===== src/design/rgfac_cfg.svh =====
// Overview of operation
// - Six-bit receive gain, 60 dB span
// - Total gain -12 to 48 dB
// - Coarse stage -12 to 42 dB, 6 dB
// - Fine stage 0 to 6 dB, 1 dB
// - Selectable split table: noise or distortion
// - Gain from port, legacy, nibble, serial
// - Fast port updates gain without strobe
// - Port writes transmit gain only when enabled
// - Receive enable steers port in half duplex
// - Legacy codes: 0,1 -10 dB, +8 dB steps
// - Filter cutoff field, default 23 MHz
// - Filter bypass setting
// - Calibrate filter after power-up
// - Serial write restarts filter calibration
// - Converter power level selectable
// - Converter full power-down allowed
// - Ten-bit samples up to 80 MSPS
// - Default format: binary half, signed full
// - Serial bit overrides sample format
// - Legacy default updates only receive gain
// - Reset: transmit full scale, port disabled for transmit
`ifndef RGFAC_CFG_SVH
`define RGFAC_CFG_SVH
`define RGFAC_A_GAIN 4'h0
`define RGFAC_A_CTRL 4'h1
`define RGFAC_A_FILT 4'h2
`define RGFAC_A_ADC 4'h3
`define RGFAC_A_TXG 4'h4
`define RGFAC_A_STAT 4'h5
`define RGFAC_C_EXT 0
`define RGFAC_C_TXEN 1
`define RGFAC_C_LUT 2
`define RGFAC_C_FOVR 3
`define RGFAC_C_FSGN 4
`define RGFAC_F_BYP 4
`define RGFAC_F_CAL 5
`define RGFAC_A_PD 2
`define RGFAC_RXG_RST 6'h0C
`define RGFAC_TXG_RST 6'h00
`define RGFAC_CUT_RST 4'h3
`define RGFAC_PWR_RST 2'h3
`define RGFAC_CAL_NS 10240
`define RGFAC_CLK_MHZ 25
`define RGFAC_CAL_CYC (`RGFAC_CAL_NS * `RGFAC_CLK_MHZ / 1000)
`endif


===== src/design/rgfac_pkg.sv =====
package rgfac_pkg;
    // Coarse and fine code pair driving the analog stages
    typedef struct packed {
        logic [3:0] coarse; // 6 dB steps, 0 means -12 dB
        logic [2:0] fine;   // 1 dB steps
    } rgfac_split_s;
    // Calibration sequencer states
    typedef enum logic [1:0] {
        RGFAC_CAL_IDLE = 2'b00,
        RGFAC_CAL_RUN = 2'b01,
        RGFAC_CAL_DONE = 2'b10
    } rgfac_cal_e;
endpackage


===== src/design/rgfac_top.sv =====
`timescale 1ns/1ps
`default_nettype none
`include "rgfac_cfg.svh"
module rgfac_top #(
    parameter int CAL_CYCLES = `RGFAC_CAL_CYC, // Calibration run length
    parameter int ADC_W = 10                   // Sample width
) (
    input wire logic clk,                       // 25 MHz clock
    input wire logic rst_n,                     // Async reset, active low
    input wire logic [3:0] reg_addr,            // Register address
    input wire logic [7:0] reg_wdata,           // Write data
    input wire logic reg_wr,                    // Write strobe
    input wire logic reg_rd,                    // Read strobe
    output logic [7:0] reg_rdata,               // Read data, next cycle
    input wire logic full_duplex,               // Interface mode strap
    input wire logic [5:0] fast_gain_port,      // Asynchronous gain pins
    input wire logic receive_enable_input,      // Half-duplex steering pin
    input wire logic nib_gain_sel,              // Nibble bus carries gain
    input wire logic nibble_phase_strobe,       // Nibble phase
    input wire logic [5:0] nib_data,            // Transmit nibble bus
    input wire logic [ADC_W-1:0] adc_raw,       // Raw offset-binary sample
    input wire logic adc_valid,                 // Sample valid
    output logic [ADC_W-1:0] adc_out,           // Formatted sample
    output logic adc_out_valid,                 // Formatted sample valid
    output rgfac_pkg::rgfac_split_s rx_split,   // Stage codes
    output logic [5:0] tx_level_amp,            // Transmit gain
    output logic [3:0] filt_cutoff,             // Filter cutoff code
    output logic filt_bypass,                   // Filter bypassed
    output logic filt_cal_busy,                 // Calibration running
    output logic [1:0] adc_power,               // Converter power level
    output logic adc_pd                         // Converter powered down
);
    // Register state
    logic [5:0] rx_gain_q;      // Receive gain, 0 = -12 dB
    logic [5:0] tx_gain_q;      // Transmit gain
    logic [4:0] ctrl_q;         // Control bits
    logic [4:0] filt_q;         // Cutoff and bypass
    logic [2:0] adc_q;          // Power level and power-down
    logic cal_req_q;            // Pending calibration request
    rgfac_pkg::rgfac_cal_e cal_st_q;
    logic [31:0] cal_cnt_q;     // Calibration counter
    logic [5:0] s1_q, s2_q, s3_q; // Three-stage pin synchroniser
    logic [5:0] fg_q;           // Accepted fast port value
    logic fg_new_q;             // One-cycle pulse on a new value
    logic [2:0] re1_q, re2_q, re3_q; // Pin syncs: receive_enable_input, gsel, phase
    logic re_q, gs_q, ph_q, ph_prev_q;
    logic [5:0] nib1_q, nib2_q, nib3_q, nib_q;
    logic wr_gain, port_to_tx, port_to_rx, nib_load;
    logic sgn_fmt;

    // Legacy three-bit code to six-bit gain, -10 dB plus 8 dB per step
    function automatic logic [5:0] legacy_gain(input logic [2:0] c);
        logic [5:0] g;
        g = 6'h00;
        if (c <= 3'h1) begin
            g = 6'h02; // -10 dB
        end else begin
            g = 6'(6'h02 + 6'({c - 3'h1, 3'h0}));
        end
        return g;
    endfunction

    // Split total gain into coarse and fine codes
    // Noise table loads the coarse stage first; distortion keeps it low
    function automatic rgfac_pkg::rgfac_split_s split(
        input logic [5:0] g, input logic distort);
        rgfac_pkg::rgfac_split_s s;
        logic [3:0] c;
        logic [5:0] r;
        s = '0;
        c = 4'(g / 6'd6);
        if (c > 4'h9) begin
            c = 4'h9; // Coarse stage tops out at 42 dB
        end
        // Widen before the product: a 4-bit product wraps at 16
        r = 6'(g - 6'(c) * 6'h06);
        if (distort && c != 4'h0 && r == 6'h00 && g != 6'd60) begin
            c = 4'(c - 4'h1); // Shift 6 dB to fine stage
            r = 6'h06;
        end
        s.coarse = c;
        s.fine = 3'(r);
        return s;
    endfunction

    // Fast port pins: three flops, change taken when second and third agree
    always_ff @(posedge clk or negedge rst_n) begin
        if (!rst_n) begin
            s1_q <= 6'h00;
            s2_q <= 6'h00;
            s3_q <= 6'h00;
            fg_q <= 6'h00;
            fg_new_q <= 1'b0;
        end else begin
            s1_q <= fast_gain_port;
            s2_q <= s1_q;
            s3_q <= s2_q;
            fg_new_q <= 1'b0;
            // Whole word taken at once, so no torn gain reaches the table
            if (s2_q == s3_q && s3_q != fg_q) begin
                fg_q <= s3_q;
                fg_new_q <= 1'b1;
            end
        end
    end

    // Control pins and nibble bus synchronisers
    always_ff @(posedge clk or negedge rst_n) begin
        if (!rst_n) begin
            re1_q <= 3'h0;
            re2_q <= 3'h0;
            re3_q <= 3'h0;
            nib1_q <= 6'h00;
            nib2_q <= 6'h00;
            nib3_q <= 6'h00;
            nib_q <= 6'h00;
            re_q <= 1'b0;
            gs_q <= 1'b0;
            ph_q <= 1'b0;
            ph_prev_q <= 1'b0;
        end else begin
            re1_q <= {nibble_phase_strobe, nib_gain_sel, receive_enable_input};
            re2_q <= re1_q;
            re3_q <= re2_q;
            nib1_q <= nib_data;
            nib2_q <= nib1_q;
            nib3_q <= nib2_q;
            if (nib2_q == nib3_q) begin
                nib_q <= nib3_q;
            end
            if (re2_q[0] == re3_q[0]) begin
                re_q <= re3_q[0];
            end
            if (re2_q[1] == re3_q[1]) begin
                gs_q <= re3_q[1];
            end
            if (re2_q[2] == re3_q[2]) begin
                ph_q <= re3_q[2];
            end
            ph_prev_q <= ph_q;
        end
    end

    // Steering of the fast port value
    always_comb begin
        wr_gain = reg_wr && reg_addr == `RGFAC_A_GAIN;
        // Transmit path only with enable bit, half duplex, receive_enable_input low
        port_to_tx = fg_new_q && ctrl_q[`RGFAC_C_TXEN]
            && ctrl_q[`RGFAC_C_EXT] && !full_duplex && !re_q;
        // Receive path otherwise; legacy default never touches transmit
        port_to_rx = fg_new_q && !port_to_tx;
        // Gain word on nibble bus, taken on the phase rising edge
        nib_load = gs_q && ph_q && !ph_prev_q;
    end

    // Receive gain register; the fast port wins a same-cycle clash
    always_ff @(posedge clk or negedge rst_n) begin
        if (!rst_n) begin
            rx_gain_q <= `RGFAC_RXG_RST;
        end else if (port_to_rx) begin
            if (ctrl_q[`RGFAC_C_EXT] || full_duplex) begin
                rx_gain_q <= (fg_q > 6'd60) ? 6'd60 : fg_q;
            end else begin
                rx_gain_q <= legacy_gain(fg_q[5:3]);
            end
        end else if (nib_load) begin
            rx_gain_q <= (nib_q > 6'd60) ? 6'd60 : nib_q;
        end else if (wr_gain) begin
            // Clamp to 60 dB span, 1 dB per code
            rx_gain_q <= (reg_wdata[5:0] > 6'd60) ? 6'd60 : reg_wdata[5:0];
        end
    end

    // Transmit gain register, full scale at reset
    always_ff @(posedge clk or negedge rst_n) begin
        if (!rst_n) begin
            tx_gain_q <= `RGFAC_TXG_RST;
        end else if (port_to_tx) begin
            tx_gain_q <= fg_q;
        end else if (reg_wr && reg_addr == `RGFAC_A_TXG) begin
            tx_gain_q <= reg_wdata[5:0];
        end
    end

    // Control, filter and converter registers
    always_ff @(posedge clk or negedge rst_n) begin
        if (!rst_n) begin
            ctrl_q <= 5'h00; // Port disabled for transmit
            filt_q <= {1'b0, `RGFAC_CUT_RST};
            adc_q <= {1'b0, `RGFAC_PWR_RST};
        end else if (reg_wr) begin
            case (reg_addr)
                `RGFAC_A_CTRL: begin
                    ctrl_q <= reg_wdata[4:0];
                end
                `RGFAC_A_FILT: begin
                    filt_q <= reg_wdata[4:0];
                end
                `RGFAC_A_ADC: begin
                    adc_q <= reg_wdata[2:0];
                end
                default: begin
                end
            endcase
        end
    end

    // Calibration request: a new request during a run is held, not lost
    always_ff @(posedge clk or negedge rst_n) begin
        if (!rst_n) begin
            cal_req_q <= 1'b1; // Power-up calibration
        end else if (reg_wr && reg_addr == `RGFAC_A_FILT
                && reg_wdata[`RGFAC_F_CAL]) begin
            cal_req_q <= 1'b1;
        end else if (cal_st_q != rgfac_pkg::RGFAC_CAL_RUN) begin
            cal_req_q <= 1'b0;
        end
    end

    // Calibration sequencer
    always_ff @(posedge clk or negedge rst_n) begin
        if (!rst_n) begin
            cal_st_q <= rgfac_pkg::RGFAC_CAL_IDLE;
            cal_cnt_q <= 32'h0;
        end else begin
            case (cal_st_q)
                rgfac_pkg::RGFAC_CAL_IDLE, rgfac_pkg::RGFAC_CAL_DONE: begin
                    if (cal_req_q) begin
                        cal_st_q <= rgfac_pkg::RGFAC_CAL_RUN;
                        cal_cnt_q <= 32'h0;
                    end
                end
                rgfac_pkg::RGFAC_CAL_RUN: begin
                    if (cal_cnt_q == 32'(CAL_CYCLES - 1)) begin
                        cal_st_q <= rgfac_pkg::RGFAC_CAL_DONE;
                    end else begin
                        cal_cnt_q <= cal_cnt_q + 32'h1;
                    end
                end
                default: begin
                    cal_st_q <= rgfac_pkg::RGFAC_CAL_IDLE;
                end
            endcase
        end
    end

    // Output sample format: mode default unless software overrides
    always_comb begin
        if (ctrl_q[`RGFAC_C_FOVR]) begin
            sgn_fmt = ctrl_q[`RGFAC_C_FSGN];
        end else begin
            sgn_fmt = full_duplex;
        end
    end

    // Sample path, one register stage; MSB flip gives two's complement
    always_ff @(posedge clk or negedge rst_n) begin
        if (!rst_n) begin
            adc_out <= '0;
            adc_out_valid <= 1'b0;
        end else begin
            adc_out_valid <= adc_valid && !adc_q[`RGFAC_A_PD];
            if (adc_valid) begin
                adc_out <= adc_raw ^ {sgn_fmt, {(ADC_W-1){1'b0}}};
            end
        end
    end

    // Stage codes follow the gain register through the table
    always_ff @(posedge clk or negedge rst_n) begin
        if (!rst_n) begin
            rx_split <= '0;
        end else begin
            rx_split <= split(rx_gain_q, ctrl_q[`RGFAC_C_LUT]);
        end
    end

    // Read port, data the cycle after the strobe
    always_ff @(posedge clk or negedge rst_n) begin
        if (!rst_n) begin
            reg_rdata <= 8'h00;
        end else if (reg_rd) begin
            case (reg_addr)
                `RGFAC_A_GAIN: reg_rdata <= {2'h0, rx_gain_q};
                `RGFAC_A_CTRL: reg_rdata <= {3'h0, ctrl_q};
                `RGFAC_A_FILT: reg_rdata <= {3'h0, filt_q};
                `RGFAC_A_ADC: reg_rdata <= {5'h0, adc_q};
                `RGFAC_A_TXG: reg_rdata <= {2'h0, tx_gain_q};
                `RGFAC_A_STAT: reg_rdata <= {6'h0, cal_st_q};
                default: reg_rdata <= 8'h00;
            endcase
        end else begin
            reg_rdata <= 8'h00;
        end
    end

    // Analog controls straight from registers
    always_comb begin
        tx_level_amp = tx_gain_q;
        filt_cutoff = filt_q[3:0];
        filt_bypass = filt_q[`RGFAC_F_BYP];
        filt_cal_busy = cal_st_q == rgfac_pkg::RGFAC_CAL_RUN;
        adc_power = adc_q[1:0];
        adc_pd = adc_q[`RGFAC_A_PD];
    end
endmodule // rgfac_top
`default_nettype wire


===== config.mk =====
export PLATFORM = sky130hd
export DESIGN_NAME = rgfac_top
export DESIGN_NICKNAME = d
export VERILOG_FILES = /design/src/design/rgfac_pkg.sv /design/src/design/rgfac_top.sv
export VERILOG_INCLUDE_DIRS = /design/src /design/src/design
export SDC_FILE = /design/constraint.sdc
export NUM_CORES = 1
export LEC_CHECK = 0
export CAP_MARGIN = 20
export CORE_MARGIN = 2
export CORE_UTILIZATION = 55
export DETAILED_ROUTE_END_ITERATION = 8
export DONT_BUFFER_PORTS = 1
export GPL_TIMING_DRIVEN = 1
export PLACE_DENSITY = 0.78
export SYNTH_ARGS = -nofsm -noshare
export SYNTH_HDL_FRONTEND = slang
export SYNTH_SLANG_ARGS = --single-unit

===== constraint.sdc =====
create_clock -name clk -period 7.8 [get_ports clk]
set_input_delay 0.78 -clock clk [delete_from_list [all_inputs] [get_ports clk]]
set_output_delay 0.78 -clock clk [all_outputs]
set_load 0.02 [all_outputs]

==> reports/summary.txt, run 1 <==
Via count - 4275
Core area - 0.01152 mm2
Fill cells - 859
Starting Density - 56.68%
Total routed wirelength - 12780 um
Number of synthesized flops with an enable pin - 0
Crit path cell chain - or4b_1 -> a21oi_1 -> o2bb2ai_1 -> ha_1 -> fa_1 -> inv_1 -> ha_1 -> o21ai_0 -> a211o_1 -> a31oi_1 -> o2111ai_1 -> xor2_1
Num CTS Buffers - 17
WL/cell - 17.83 um
Yosys reg bits - 146
Gr ovfl total - 0
Worst-Skew Late Latency - 0.43 ns
P_leak - 3.179 nW
Max-cap violations - 0
Fin area - 0.007197 mm2
Max Slew Vio Count - 0
Cell family with most CP delay - compound AO/OA/AOI/OAI gates
Worst-Margin Slew - 0.7540 ns
Vias in the first global route - 4309
Synthesized area - 0.006528 mm2
Placed instance count - 685
First-pass GRT wire length - 21390 um
Commonest cells after routing, fill and taps aside - dfrtp_1 (139), nor2_1 (53), mux2_2 (40)
Vias/cell - 5.962
Slew headroom - 49.34%
GRT Resource Usage Total - 21.50%
Failing checks - DRC
Die Y - 112.9 um
WP data arrival - 3.97 ns
Postcts setup bufs - 0
Mean Syn Cell Area - 11.70 um2
Final Non-Filler Cells - 717
Fraction of layout cells with a size suffix above 1 - 16.38%
Die area - 0.01276 mm2
CTS HTree Levels - 4
Unique masters post-synth - 60
Synth top area share - 53.29%
WP buf/inv - 1
Post-CTS Hold Fix Bufs - 0
HPWL after DPL - 8814 um
Area growth syn-to-layout - 10.25%
Initial DRC count - 328
Largest net degree at the start of global routing - 147
Gpl congestion - 0.9327
CP Class - register to register
Port Buffers - 0
Die boundary width - 112.9 um
Status - finished, violations left
Setup TNS - 0 ns
Max FO, Critical Path - 14
Synth warn - 0
DRC Markers - 8
First-pass iteration count of the detailed router - 7
Cells after Synth - 558
Row count - 39
Clk slew on worst S/H paths - 0.06 ns
Dominant synthesized flop cell - dfrtp_1
Root Driver - clkbuf_16
Met3 wire length - 1003 um
Register area share after synthesis - 56.11%
Ys async rst share - 100.0%
Met1 WL - 5382 um
CTS tree - yes
Final hold vios - 0
Min cycle time layout - 3.669 ns
Highest clock rate - 0.2726 GHz
Nets - 618
Clk buf depth - 2
CP Capture Type - register
CP max stage delay - 0.53 ns
Met2 wire length - 6096 um
Startpoint type of the worst setup path - register
Commonest non-fill, non-tap cell in the layout - dfrtp_1
Fin Clk Skew - 0.008745 ns
Initial antenna violation count - 0
Cell mode on critical path - ha_1
Sink Count - 146
PwrDens - 323.8 mW/mm2
Hold WC Path Type - primary input to async pin
Area contributors post-synth - dfrtp_1 (53%), mux2_2 (6.9%), xnor2_1 (3.8%), nor2_1 (3.0%), dfstp_2 (2.8%)
Area leader, netlist - dfrtp_1
I/O Pins - 84
DP Area - 0.006634 mm2
Worst Path Required - 8.10 ns
Setup-failing EPs final - 0
Max Used Layer - met4
N_diodes - 0
R2r setup slk - 4.13 ns
Part of the cycle the worst path needs - 47.04%
ANT nets after route - 0
RSZ-0062 raised after global routing - false
VDD IR max - 204.0 uV
Cts repair resizes - 0
Slowest CP cell - dfrtp_1
## where the power goes
group          internal, mW  leakage [nW]  switching [mW]
clock network         0.422         0.275           0.346
registers             0.876          1.81           0.186
logic                 0.232          1.10           0.269
total                  1.53          3.18           0.800
## layer usage
metal  global-route usage, %  vias to the layer above
li1                        -                     1976
met1                   28.21                     2116
met2                   33.41                      156
met3                   6.267                       27
met4                   9.919                        0
met5                       0                        -
## logic make-up after synthesis
group                    after synthesis  synth area share, %
AND/OR/NAND/NOR                      180                15.07
AO/OA/AOI/OAI                         74                7.112
buffers and inverters                 34                2.204
other                                  1              0.05745
adder cells (fa/ha/maj)               18                3.527
XOR/XNOR                              49                6.575
flip-flops                           146                56.11
multiplexers                          56                9.354
## registers in the layout (all words and copies together), names as in the netlist, 3 cells and up
signal        flops
adc_out          10
adc_q             3
cal_cnt_q        32
ctrl_q            5
fg_q              6
filt_q            5
nib1_q            6
nib2_q            6
nib3_q            6
nib_q             6
re1_q             3
re2_q             3
re3_q             3
reg_rdata         6
rx_gain_q         6
rx_split          7
s1_q              6
s2_q              6
s3_q              6
tx_level_amp      6
## cell usage after synthesis (all sizes together), types with 2 or more instances
| cell | count |
|---|---|
| dfrtp | 139 |
| a31oi | 4 |
| dfstp | 7 |
| fa | 2 |
| xnor2 | 28 |
| a21oi | 27 |
| clkbuf | 9 |
| nand3b | 4 |
| ha | 12 |
| and3 | 6 |
| nand2 | 36 |
| mux2 | 40 |
| a22oi | 8 |
| and4 | 2 |
| or4 | 2 |
| maj3 | 4 |
| buf | 9 |
| a211oi | 4 |
| inv | 16 |
| o21ai | 15 |
| nand4b | 2 |
| or2 | 2 |
| mux2i | 16 |
| nor2 | 54 |
| a211o | 2 |
| nor3 | 9 |
| nand2b | 5 |
| nor3b | 2 |
| nor4b | 2 |
| nor2b | 4 |
| nand3 | 17 |
| nand4 | 19 |
| a221oi | 2 |
| xor2 | 21 |
| nor4 | 10 |
## worst reg2reg max path, delay by kind of cell, from the launching register on
kind                     cells  cell delay [ns]
AO/OA/AOI/OAI                6             1.24
flip-flops                   1             0.53
adder cells (fa/ha/maj)      3             1.06
buffers and inverters        1             0.04
XOR/XNOR                     1             0.16
AND/OR/NAND/NOR              1             0.52
## metrics by stage
step                      setup WS [ns]  total power [mW]  util [%]  hold slack (ns)
after global routing              3.791             2.462     62.49          0.02993
after detailed placement          4.138             1.567     57.61           0.3347
after floorplan                   4.364             1.444         -           0.3312
after CTS                         4.114             2.348     62.49          0.02685
final                             4.131             2.330     62.49          0.04804
after global placement            4.269             1.527     57.61           0.3320
## area by class of cell
type                       count  area, um2  share of cell area [%]
tap                          143      178.9                   2.486
inverter                      16      60.06                  0.8345
clock inverter                15      137.6                   1.912
sequential                   146       3662                   50.89
timing repair buffer           1      7.507                  0.1043
clock buffer                  17      425.4                   5.911
multi-input combinational    379       2725                   37.87
## final timing paths
kind / from / end / depth (start not counted)
min in group clk: s1_q[4]$_DFF_PN0_ / s2_q[4]$_DFF_PN0_ / 0
max in group asynchronous: rst_n / cal_req_q$_DFFE_PN1P_ / 0
setup reg to reg: rx_gain_q[4]$_DFFE_PN0P_ / rx_split[6]$_DFF_PN0_ / 12
setup / recovery: rx_gain_q[4]$_DFFE_PN0P_ / rx_split[6]$_DFF_PN0_ / 12
hold reg to reg: s1_q[4]$_DFF_PN0_ / s2_q[4]$_DFF_PN0_ / 0
hold / removal: rst_n / rx_split[5]$_DFF_PN0_ / 0
No activity file was read; power rests on OpenSTA's default activity.
==> run 2, diff against run 1 <==
PLACE_DENSITY = 0.81   (was 0.78)
clock period = 3.1 ns   (was 7.8 ns; I/O delays follow)
==> run 2 against run 1 <==
  * The run ends with DRC, hold timing, setup timing left
  * Total power grew to 2.7 times the previous value
  * Via count is 3.8% higher
  * Fmax is 15% higher
  * Register-to-register slack worse by 4.2 ns
  * Worst setup slack worse by 4.2 ns
  * First-iteration DRC count is 11% higher
  * Clock power is 140% higher
  * Critical path type unchanged
  * Largest cell class unchanged
  * Largest power group unchanged
==> reports/summary.txt, run 2 (same netlist as run 1, synthesis figures left out) <==
Status - finished, violations left
Failing checks - DRC, hold timing, setup timing
Max-cap violations - 0 (unchanged)
WP data arrival - 3.50 ns (-0.47 ns)
Hold WC Path Type - primary input to async pin
Area growth syn-to-layout - 15.32%
Die area - 0.01276 mm2 (unchanged)
Fraction of layout cells with a size suffix above 1 - 20.13% (+3.8 points)
Max FO, Critical Path - 3 (-11)
Reg2reg end - rx_split[6]$_DFF_PN0_
Vias/cell - 5.962 (about the same)
Crit path cell chain - or4b_4 -> a21oi_4 -> o2bb2ai_2 -> ha_2 -> fa_2 -> inv_2 -> ha_4 -> o21ai_2 -> a211o_1 -> a31oi_4 -> o2111ai_2 -> xor2_1
Row count - 39 (unchanged)
Nets - 646 (+4.5%)
Initial antenna violation count - 0 (unchanged)
Worst R2R Start - rx_gain_q[4]$_DFFE_PN0P_
Fin Clk Skew - 0.009747 ns (+0.001002 ns)
Largest regs - cal_cnt_q (32), adc_out (10), rx_split (7)
Clk buf depth - 2 (unchanged)
Clk slew on worst S/H paths - 0.06 ns (about the same)
CP Capture Type - register
Core area - 0.01152 mm2 (unchanged)
Total power - 6.226 mW (+170%)
Min cycle time layout - 3.204 ns (-0.4651 ns)
HPWL after DPL - 9181 um (+4.2%)
Setup ws final - -0.1036 ns (-4.235 ns)
Setup-failing EPs final - 4 (+4)
Gpl congestion - 0.8912 (-4.4%)
Via count - 4436 (+3.8%)
Hold WS - -0.4181 ns (-0.4661 ns)
CTS HTree Levels - 4 (unchanged)
Part of the cycle the worst path needs - 103.3% (+56 points)
Largest net degree at the start of global routing - 147 (unchanged)
Worst Path Required - 3.40 ns (-4.70 ns)
Commonest non-fill, non-tap cell in the layout - dfrtp_1
Highest clock rate - 0.3121 GHz (+15%)
CTS tree - yes
Num CTS Buffers - 17 (unchanged)
Slew headroom - 48.66% (-0.69 points)
Worst-Skew Late Latency - 0.42 ns (about the same)
Max reg flops - 32 (unchanged)
Slowest CP cell - or4b_4
Root Driver - clkbuf_16
WL/cell - 18.11 um (+1.6%)
R2r setup slk - -0.10 ns (-4.23 ns)
Sink Count - 146 (unchanged)
R2R depth - 12 (unchanged)
CP max stage delay - 0.56 ns (+0.03 ns)
Vias in the first global route - 4577 (+6.2%)
First-pass iteration count of the detailed router - 7 (unchanged)
Setup TNS - -0.3180 ns (-0.3180 ns)
Worst-Margin Slew - 0.7643 ns (+0.01024 ns)
Port Buffers - 0 (unchanged)
PwrDens - 827.2 mW/mm2 (+160%)
GRT Resource Usage Total - 22.51% (+1.0 points)
CP Class - register to register
Startpoint type of the worst setup path - register
N_diodes - 0 (unchanged)
Fill cells - 812 (-5.5%)
DRC Markers - 6 (-2)
Gr ovfl total - 0 (unchanged)
Initial DRC count - 363 (+11%)
First-pass GRT wire length - 22350 um (+4.5%)
RSZ-0062 raised after global routing - true
ANT nets after route - 0 (unchanged)
P_leak - 3.287 nW (+3.4%)
Starting Density - 56.68% (unchanged)
Die boundary width - 112.9 um (unchanged)
Final hold vios - 146 (+146)
Total routed wirelength - 13470 um (+5.4%)
Largest Register - cal_cnt_q
Die Y - 112.9 um (unchanged)
VDD IR max - 562.3 uV (+180%)
Max Slew Vio Count - 0 (unchanged)
Post-CTS Hold Fix Bufs - 15 (+15)
Commonest cells after routing, fill and taps aside - dfrtp_1 (139), nor2_1 (52), mux2_2 (40)
Worst slack, placed - -0.1247 ns (-4.263 ns)
I/O Pins - 84 (unchanged)
run 2: changes by cell type in the layout (fill, tap and decap cells not counted), moves of 3 or more:
cell and delta:
dlygate4sd3_1 +15, clkinv_4 +4, ha_1 -3, buf_4 +13
inv_8 -5
run 2: routing by layer:
layer / part of all wire (%) / GRT usage, % / up-vias / wire length, um
li1: - / - / 2034 / -
met4: 3.2 / 10.81 / 0 / 427
met1: 42 / 28.54 / 2188 / 5684
met3: 6.8 / 6.642 / 33 / 912
met2: 48 / 35.82 / 181 / 6448
met5: 0 / 0 / - / 0
run 2: what timing repair did:
item / in CTS / in global routing
resized for setup: 6 / 7
hold endpoints to repair: 161 / 146
setup endpoints to repair: 6 / 6
setup buffers: 1 / 0
pin swaps: 6 / 2
run 2: per-stage QoR:
stage / cells / instance area, um2 / hold WS, ns / util [%]
floorplan: 559 / 6581 / 0.01441 / -
global placement: 697 / 6761 / 0.01806 / 58.71
detailed placement: 697 / 6761 / 0.01853 / 58.71
CTS: 744 / 7491 / -0.4300 / 65.05
global route: 744 / 7527 / -0.4386 / 65.36
finish: 744 / 7527 / -0.4181 / 65.36
run 2: layout make-up:
| cell class | count | area, um2 | share of cell area, % |
|---|---|---|---|
| Timing Repair Buffer | 29 | 255.2 | 3.391 |
| Clock buffer | 19 | 442.9 | 5.884 |
| Inverter | 16 | 60.06 | 0.7979 |
| Clock inverter | 12 | 101.3 | 1.346 |
| Tap cell | 143 | 178.9 | 2.377 |
| Sequential cell | 146 | 3662 | 48.65 |
| Multi-Input combinational cell | 379 | 2826 | 37.55 |
run 2: worst max-delay path: cells and delay by family (launching register included):
family	cells	cell delay [ns]
fa+ha+maj	3	0.98
simple gates	1	0.56
xor+xnor	1	0.15
buf+inv	1	0.04
compound gates	6	0.95
flops	1	0.38
run 2: report_power, final:
| group | total (mW) | switching, mW | internal [mW] |
|---|---|---|---|
| Combinational | 1.74 | 0.882 | 0.855 |
| Clock | 1.87 | 0.816 | 1.05 |
| Sequential | 2.62 | 0.415 | 2.20 |
| Total | 6.23 | 2.11 | 4.11 |
run 2: worst max path at each step:
stage,endpoint,slack [ns],startpoint,cells after the start
4_1_cts,rx_split[6]$_DFF_PN0_,-0.05,rx_gain_q[4]$_DFFE_PN0P_,12
3_5_place_dp,rx_split[4]$_DFF_PN0_,-0.12,rx_gain_q[4]$_DFFE_PN0P_,13
3_3_place_gp,rx_split[6]$_DFF_PN0_,-0.04,rx_gain_q[4]$_DFFE_PN0P_,12
5_1_grt,rx_split[6]$_DFF_PN0_,-0.20,rx_gain_q[4]$_DFFE_PN0P_,12
6_report,rx_split[6]$_DFF_PN0_,-0.10,rx_gain_q[4]$_DFFE_PN0P_,12
2_1_floorplan,rx_split[6]$_DFF_PN0_,-0.12,rx_gain_q[3]$_DFFE_PN1P_,13
